File: config.mk
export PLATFORM = sky130hd
export DESIGN_NAME = pru_l1_fsm
export DESIGN_NICKNAME = d
export VERILOG_FILES = /design/src/design/pru_pkg.sv /design/src/design/pru_l1_fsm.sv
export VERILOG_INCLUDE_DIRS = /design/src /design/src/design
export SDC_FILE = /design/constraint.sdc
export NUM_CORES = 1
export LEC_CHECK = 0
export BUFFER_PORTS_ARGS = -buffer_cell sky130_fd_sc_hd__buf_2
export CAP_MARGIN = 20
export CELL_PAD_IN_SITES_DETAIL_PLACEMENT = 1
export CELL_PAD_IN_SITES_GLOBAL_PLACEMENT = 2
export CORE_UTILIZATION = 26
export CTS_BUF_LIST = sky130_fd_sc_hd__clkbuf_8
export DETAILED_ROUTE_END_ITERATION = 16
export GPL_ROUTABILITY_DRIVEN = 0
export PLACE_DENSITY = 0.77
export SETUP_SLACK_MARGIN = 0.3
export SYNTH_ARGS = -nofsm -noshare
export SYNTH_HDL_FRONTEND = slang
export SYNTH_SLANG_ARGS = --single-unit
File: constraint.sdc
create_clock -name clk -period 2 [get_ports clk]
set_input_delay 0.3 -clock clk [delete_from_list [all_inputs] [get_ports clk]]
set_output_delay 0.3 -clock clk [all_outputs]
set_load 0.02 [all_outputs]
File: src/design/pru_consts.svh
// constants for the primary rate user-side layer 1 state machine
// assumes inclusion by bare name from the design
`ifndef PRU_CONSTS_SVH
`define PRU_CONSTS_SVH

// error indication parameter values
`define PRU_ERR_POWER 3'h0
`define PRU_ERR_RAI 3'h1
`define PRU_ERR_LOSS 3'h2
`define PRU_ERR_AIS 3'h3
`define PRU_ERR_RAI_CRC 3'h4
`define PRU_ERR_MAX 3'h4

// network option codes
`define PRU_OPT_2 3'h2
`define PRU_OPT_3 3'h3

`endif

File: src/design/pru_pkg.sv
// types for the primary rate user-side layer 1 state machine
// assumes pru_consts.svh sits beside it
package pru_pkg;

    // layer 1 states at the user side
    typedef enum logic [2:0] {
        state_power_off,
        state_operational,
        state_far_fault,
        state_signal_lost,
        state_alarm_received,
        state_near_fault,
        state_power_on
    } pru_state_e;

    // kind of signal sent toward the interface
    typedef enum logic [1:0] {
        pru_tx_none,
        pru_tx_normal,
        pru_tx_rai
    } pru_tx_e;

    // one event chosen per cycle
    typedef enum logic [2:0] {
        pru_ev_none,
        pru_ev_pwr_loss,
        pru_ev_pwr_ret,
        pru_ev_loss,
        pru_ev_ais,
        pru_ev_rai_crc,
        pru_ev_rai,
        pru_ev_normal
    } pru_ev_e;

    // received-line events, one-cycle pulses or levels from the framer
    typedef struct packed {
        logic loss;     // loss of signal or frame alignment
        logic ais;      // alarm indication signal seen
        logic rai;      // remote alarm seen
        logic crc_cont; // continuous crc error report with rai
        logic prm_exch; // 1544 perf report from exchange termination
        logic prm_user; // 1544 perf report from user side of nt
        logic normal;   // normal operational frames
        logic crc_err;  // crc check failed on a received frame
    } pru_rx_s;

    // static configuration
    typedef struct packed {
        logic rate_1544;      // 1 for 1544 kbit/s, 0 for 2048 kbit/s
        logic [2:0] option;   // network option number
        logic ignore_crc_rai; // merge far and near fault
    } pru_cfg_s;

endpackage

File: src/design/pru_l1_fsm.sv
// user-side layer 1 state machine for a primary rate interface
// assumes event inputs come from framer logic on clk, no crossing needed
// Operation
// - report to layer 2 by activate/deactivate, to management by activate/error
// - management activate issued when normal frames return in a fault state, not in power-on
// - error parameter 0 to 4 names power, rai, loss, ais, rai with crc
// - power return enters power-on; normal frames in fault give activates, operational
// - each fault event outside power-off gives its error and state, nothing if already in that state
// - layer 2 deactivate only when leaving operational, not loss, not between faults
// - no signal off/on; normal frames op/far/near; rai in lost/alarm
// - double faults resolved by fixed priority, one event taken per cycle
// - 2048 options 2 and 3: rai without continuous crc is network side
// - 2048 options 2 and 3: rai with continuous crc is user side, near fault
// - other 2048 options: rai always gives far fault
// - 1544 option 2: rai with report from exchange is network side
// - 1544 option 2: rai with report from user side of nt is user side
// - 1544 options 1 and 4: rai treated alike for both fault sides
// - without network distinction every rai enters far fault
// - option to ignore crc with rai merges far and near fault
// - transmit timing locked to received line in normal operation
// - crc errors reported back in operational and network-timed fault states
`include "pru_consts.svh"

module pru_l1_fsm (
    input wire logic clk,                    // 40 MHz system clock
    input wire logic srst,                   // synchronous reset, active high
    input wire logic power_loss,             // local power lost, pulse
    input wire logic power_return,           // local power back, pulse
    input wire pru_pkg::pru_rx_s rx,         // received-line events
    input wire pru_pkg::pru_cfg_s cfg,       // configuration
    output pru_pkg::pru_state_e state,       // current layer 1 state
    output logic l2_activate_ind,            // layer 2 activate pulse
    output logic l2_deactivate_ind,          // layer 2 deactivate pulse
    output logic mgmt_activate_ind,          // management activate pulse
    output logic mgmt_error_ind,             // management error pulse
    output logic [2:0] mgmt_error_param,     // error parameter with pulse
    output pru_pkg::pru_tx_e tx_mode,        // kind of signal to send
    output logic tx_timing_from_rx,          // lock tx timing to rx line
    output logic tx_crc_err_report           // send crc error info, pulse
);
    import pru_pkg::*;

    // ----------------------------------------
    // helper functions
    // ----------------------------------------

    // true in the four fault states
    function automatic logic is_fault(input pru_state_e s);
        is_fault = (s == state_far_fault) || (s == state_signal_lost) ||
                   (s == state_alarm_received) || (s == state_near_fault);
    endfunction

    // states where network timing is available
    function automatic logic has_timing(input pru_state_e s);
        has_timing = (s == state_operational) || (s == state_far_fault) ||
                     (s == state_near_fault);
    endfunction

    // signal sent in each state
    function automatic pru_tx_e tx_of(input pru_state_e s);
        case (s)
            state_operational,
            state_far_fault,
            state_near_fault: tx_of = pru_tx_normal;
            state_signal_lost,
            state_alarm_received: tx_of = pru_tx_rai;
            default: tx_of = pru_tx_none;
        endcase
    endfunction

    // user-side fault on rai: only when the network gives the distinction
    function automatic logic rai_near(input pru_rx_s r, input pru_cfg_s c);
        logic opt23;
        opt23 = (c.option == `PRU_OPT_2) || (c.option == `PRU_OPT_3);
        if (c.ignore_crc_rai) begin
            rai_near = 1'b0;
        end else if (!c.rate_1544 && opt23) begin
            rai_near = r.crc_cont;
        end else if (c.rate_1544 && c.option == `PRU_OPT_2) begin
            rai_near = r.prm_user && !r.prm_exch;
        end else begin
            rai_near = 1'b0;
        end
    endfunction

    // pick the single event of this cycle by fixed priority
    function automatic pru_ev_e pick(input logic pl, input logic pr,
                                     input pru_rx_s r, input pru_cfg_s c);
        if (pl) begin
            pick = pru_ev_pwr_loss;
        end else if (pr) begin
            pick = pru_ev_pwr_ret;
        end else if (r.loss) begin
            pick = pru_ev_loss;
        end else if (r.ais) begin
            pick = pru_ev_ais;
        end else if (r.rai && rai_near(r, c)) begin
            pick = pru_ev_rai_crc;
        end else if (r.rai) begin
            pick = pru_ev_rai;
        end else if (r.normal) begin
            pick = pru_ev_normal;
        end else begin
            pick = pru_ev_none;
        end
    endfunction

    // state that a fault event leads to
    function automatic pru_state_e target(input pru_ev_e e);
        case (e)
            pru_ev_loss: target = state_signal_lost;
            pru_ev_ais: target = state_alarm_received;
            pru_ev_rai_crc: target = state_near_fault;
            pru_ev_rai: target = state_far_fault;
            default: target = state_power_off;
        endcase
    endfunction

    // error parameter carried by an event
    function automatic logic [2:0] err_of(input pru_ev_e e);
        case (e)
            pru_ev_rai: err_of = `PRU_ERR_RAI;
            pru_ev_loss: err_of = `PRU_ERR_LOSS;
            pru_ev_ais: err_of = `PRU_ERR_AIS;
            pru_ev_rai_crc: err_of = `PRU_ERR_RAI_CRC;
            default: err_of = `PRU_ERR_POWER;
        endcase
    endfunction

    // ----------------------------------------
    // transition decision
    // ----------------------------------------

    pru_ev_e ev;
    pru_state_e next_state;
    logic next_l2_act;
    logic next_l2_deact;
    logic next_mgmt_act;
    logic next_mgmt_err;
    logic [2:0] next_param;

    // one event per cycle keeps double faults deterministic
    always_comb begin
        ev = pick(power_loss, power_return, rx, cfg);
        next_state = state;
        next_l2_act = 1'b0;
        next_l2_deact = 1'b0;
        next_mgmt_act = 1'b0;
        next_mgmt_err = 1'b0;
        next_param = `PRU_ERR_POWER;
        case (state)
            state_power_off: begin
                if (ev == pru_ev_pwr_ret) begin
                    next_state = state_power_on;
                end
            end
            default: begin
                case (ev)
                    pru_ev_pwr_loss: begin
                        next_state = state_power_off;
                        next_mgmt_err = 1'b1;
                        next_param = `PRU_ERR_POWER;
                        next_l2_deact = (state == state_operational);
                    end
                    pru_ev_loss,
                    pru_ev_ais,
                    pru_ev_rai_crc,
                    pru_ev_rai: begin
                        if (target(ev) != state) begin
                            next_state = target(ev);
                            next_mgmt_err = 1'b1;
                            next_param = err_of(ev);
                            // loss of signal leaves layer 2 untouched
                            next_l2_deact = (state == state_operational) &&
                                            (ev != pru_ev_loss);
                        end
                    end
                    pru_ev_normal: begin
                        if (is_fault(state)) begin
                            next_state = state_operational;
                            next_l2_act = 1'b1;
                            next_mgmt_act = 1'b1;
                        end
                    end
                    default: begin
                        next_state = state;
                    end
                endcase
            end
        endcase
    end

    // ----------------------------------------
    // state and indication registers
    // ----------------------------------------

    // state register, power-off until local power is reported back
    always_ff @(posedge clk) begin
        if (srst) begin
            state <= state_power_off;
        end else begin
            state <= next_state;
        end
    end

    // indications are pulses: cleared every cycle they are not raised
    always_ff @(posedge clk) begin
        if (srst) begin
            l2_activate_ind <= 1'b0;
            l2_deactivate_ind <= 1'b0;
            mgmt_activate_ind <= 1'b0;
            mgmt_error_ind <= 1'b0;
            mgmt_error_param <= `PRU_ERR_POWER;
        end else begin
            l2_activate_ind <= next_l2_act;
            l2_deactivate_ind <= next_l2_deact;
            mgmt_activate_ind <= next_mgmt_act;
            mgmt_error_ind <= next_mgmt_err;
            mgmt_error_param <= next_param;
        end
    end

    // ----------------------------------------
    // transmit side
    // ----------------------------------------

    // taken from next_state so it changes with state, not a cycle later
    always_ff @(posedge clk) begin
        if (srst) begin
            tx_mode <= pru_tx_none;
            tx_timing_from_rx <= 1'b0;
        end else begin
            tx_mode <= tx_of(next_state);
            tx_timing_from_rx <= has_timing(next_state);
        end
    end

    // crc errors only reported where received timing is trusted
    always_ff @(posedge clk) begin
        if (srst) begin
            tx_crc_err_report <= 1'b0;
        end else begin
            tx_crc_err_report <= rx.crc_err && has_timing(state);
        end
    end
endmodule

==> impl_metrics.ini <==
[finish]
layout-area-overhead-vs-synth_pct = 54.65
layout-drive-gt1-share = 0.5105
final_cell_count_no_fill = 187
final_nets = 161
final_core_utilization = 0.4256
n_fill_cell = 362
num_antenna_cells = 0
design_area_mm2 = 0.001310

[sta]
postLayoutSetupSlackWorst_ns = 0.1039
fin_setup_tns_ns = 0
fin_skew_ns = 0.003556
tightestPinTransition_ns = 0.4607
period_needed_ns = 1.896
timing.final.setup_violations = 0
drv_slew = 0
fin_hold_ws_ns = 0.3176
max-slew-margin-rel = 0.6922
finalHoldViolCount = 0
unrepaired_setup_endpoints_after_global_routing = yes
finalCritPeriodShare = 0.9481
max_freq_ghz = 0.5274

[placement]
post-place-cells = 180
dp_hpwl_um = 2067
detailedPlace.worstSlack_ns = -0.1871
buffer_ports.inserted = 30
placedInstanceArea_mm2 = 0.001119

[yosys]
synth_largest_area_cell = sky130_fd_sc_hd__dfxtp_1
synth_async_reset_ratio = 0
synth-edff-count = 0
synth-seq-cells = 13
synth.yosys.seq_area_share = 0.3072
synth_cell_types = 41
synth.top_cells.by_area = sky130_fd_sc_hd__dfxtp_1 (31%), sky130_fd_sc_hd__nor2_1 (5.8%), sky130_fd_sc_hd__buf_6 (4.0%)
syn_area_um2 = 847.1
syn-mean-instance-area_um2 = 8.824
yosys_warnings = 0
area_fraction_of_the_dominant_cell_type_after_synthesis = 0.3072
synth_fp_nets = 113
yosys_most_used_dff = sky130_fd_sc_hd__dfxtp_1
netlist_top_cells_count = sky130_fd_sc_hd__dfxtp_1 (13), sky130_fd_sc_hd__nor2_1 (13), sky130_fd_sc_hd__a21oi_1 (6), sky130_fd_sc_hd__nor2b_1 (4), sky130_fd_sc_hd__nor3_1 (4)
netlist_instances = 96

[cts]
tritoncts = built
h-tree-depth = 1
worstSkewPairLatency_ns = 0.24
cts.reportedPaths.clkPinSlew_ns = 0.05
cts.root.buffer_cell = sky130_fd_sc_hd__clkbuf_8
cts_hold_repair.buffers = 0
maximum_buffer_depth_of_the_clock_tree = 2
tritoncts.num_buffers = 3
numClockSinks = 13

[setup_path]
cp_max_fo = 4
setup.worst_path.class = primary input to flip-flop
worstSetupEndpointType = flip-flop
cp_data_required_time_ns = 2.13
crit_arrival_ns = 2.03
critical_path.startpoint_type = primary input
reg2reg_slack_ns = 0.28

[route]
routedWlPerCell_um = 14.21
finalWirelength_um = 2657
vias_per_cell = 4.877
drt_iter0_markers = 20
routed-via-count = 912
antenna_left = 0
route.detailed.drc = 0
detailedRoute.firstPassIterationCount = 4

[worst_hold_path]
timing.hold.worst.class = primary input to flip-flop

[die]
initial_utilization = 0.2752
chipHeight_um = 59.08
core_area_mm2 = 0.003078
ioPinCount = 31
design.die.area_mm2 = 0.003490
chipWidth_um = 59.08
cell_row_count = 20

[flow_run]
cap_viol_max_count = 0

[pwr]
ir_drop_uv = 209.2
totalPowerFinal_uw = 729.5
cellPowerDensity_mw_per_mm2 = 556.9
total_leakage_power_nw = 0.5780

[global_route]
antenna_violations_before_repair = 0
first_pass_grt_wire_length_um = 4133
vias_in_the_first_global_route = 846
overflow = 0
gr-usage-all-layers = 0.1577
grt_max_degree = 11

[run_status]
run_status = finished clean
-- area by class of cell --
class	instances	area, um^2	share of cell area
Clock buffer	3	41.29	0.03152
Clock inverter	1	3.754	0.002865
Inverter	3	11.26	0.008596
Multi-Input combinational cell	74	615.6	0.4699
Sequential cell	13	260.3	0.1987
Tap cell	44	55.05	0.04202
Timing Repair Buffer	49	322.8	0.2464
-- state kept, by name, indices dropped and copies added, names as in the netlist --
signal and flops:
l2_deactivate_ind 1, mgmt_activate_ind 1, mgmt_error_ind 1, mgmt_error_param 3, state 3, tx_crc_err_report 1, tx_mode 2, tx_timing_from_rx 1
-- cell usage in the layout (no fill, tap or decap), types with 2 or more instances in the layout --
| master | instances |
|---|---|
| sky130_fd_sc_hd__inv_1 | 4 |
| sky130_fd_sc_hd__and4b_1 | 3 |
| sky130_fd_sc_hd__xor2_1 | 2 |
| sky130_fd_sc_hd__or3b_4 | 2 |
| sky130_fd_sc_hd__nor2_1 | 12 |
| sky130_fd_sc_hd__nor4_1 | 2 |
| sky130_fd_sc_hd__dfxtp_1 | 13 |
| sky130_fd_sc_hd__o21a_1 | 2 |
| sky130_fd_sc_hd__buf_6 | 6 |
| sky130_fd_sc_hd__clkbuf_8 | 3 |
| sky130_fd_sc_hd__nor3b_1 | 2 |
| sky130_fd_sc_hd__nor3_1 | 3 |
| sky130_fd_sc_hd__o2bb2ai_2 | 2 |
| sky130_fd_sc_hd__a21oi_1 | 4 |
| sky130_fd_sc_hd__nor2b_1 | 2 |
| sky130_fd_sc_hd__a22o_1 | 2 |
| sky130_fd_sc_hd__nand2_1 | 2 |
| sky130_fd_sc_hd__a211o_1 | 2 |
| sky130_fd_sc_hd__buf_2 | 27 |
| sky130_fd_sc_hd__nor2b_4 | 2 |
| sky130_fd_sc_hd__buf_4 | 16 |
-- kinds of logic after synthesis --
logic type,Yosys count,share of synthesized area
compound gates,28,0.2733
xor+xnor,3,0.03102
buf+inv,9,0.08419
flops,13,0.3072
simple gates,43,0.3043
-- critical path, cell delays in order --
cell and delay, ns:
sky130_fd_sc_hd__buf_6 0.09, sky130_fd_sc_hd__or3b_4 0.42, sky130_fd_sc_hd__a2111oi_4 0.34, sky130_fd_sc_hd__nor4_2 0.10
sky130_fd_sc_hd__a211o_1 0.30, sky130_fd_sc_hd__a211o_1 0.27, sky130_fd_sc_hd__a22o_1 0.21
-- path summary, 6_finish.rpt --
| kind | from | to | cells after the start |
|---|---|---|---|
| worst max-delay path | cfg[3] | mgmt_error_ind$_SDFF_PP0_ | 7 |
| worst min-delay path | rx[0] | tx_crc_err_report$_SDFF_PP0_ | 2 |
| worst max register to register | state[0]$_SDFF_PP0_ | tx_mode[1]$_SDFF_PP0_ | 7 |
| worst min register to register | state[0]$_SDFF_PP0_ | tx_crc_err_report$_SDFF_PP0_ | 2 |
-- power breakdown --
group | internal (mW) | switching (mW) | total [mW]
logic | 0.104 | 0.119 | 0.224
clock network | 0.135 | 0.0908 | 0.226
registers | 0.271 | 0.00852 | 0.280
total | 0.511 | 0.219 | 0.730
-- timing repair --
action	in CTS	in global routing
buffers inserted	1	2
endpoints found under the setup margin	7	7
pin swaps	4	10
gates resized for setup	10	17
-- per-layer routing --
layer	track usage	up-vias	share of wire
met3	0.02620	2	0.027
met5	0	-	0
li1	-	451	-
met1	0.2064	443	0.47
met4	0.04082	0	0.0072
met2	0.2679	16	0.50
Note: power is estimated with default switching activity, not from simulation.
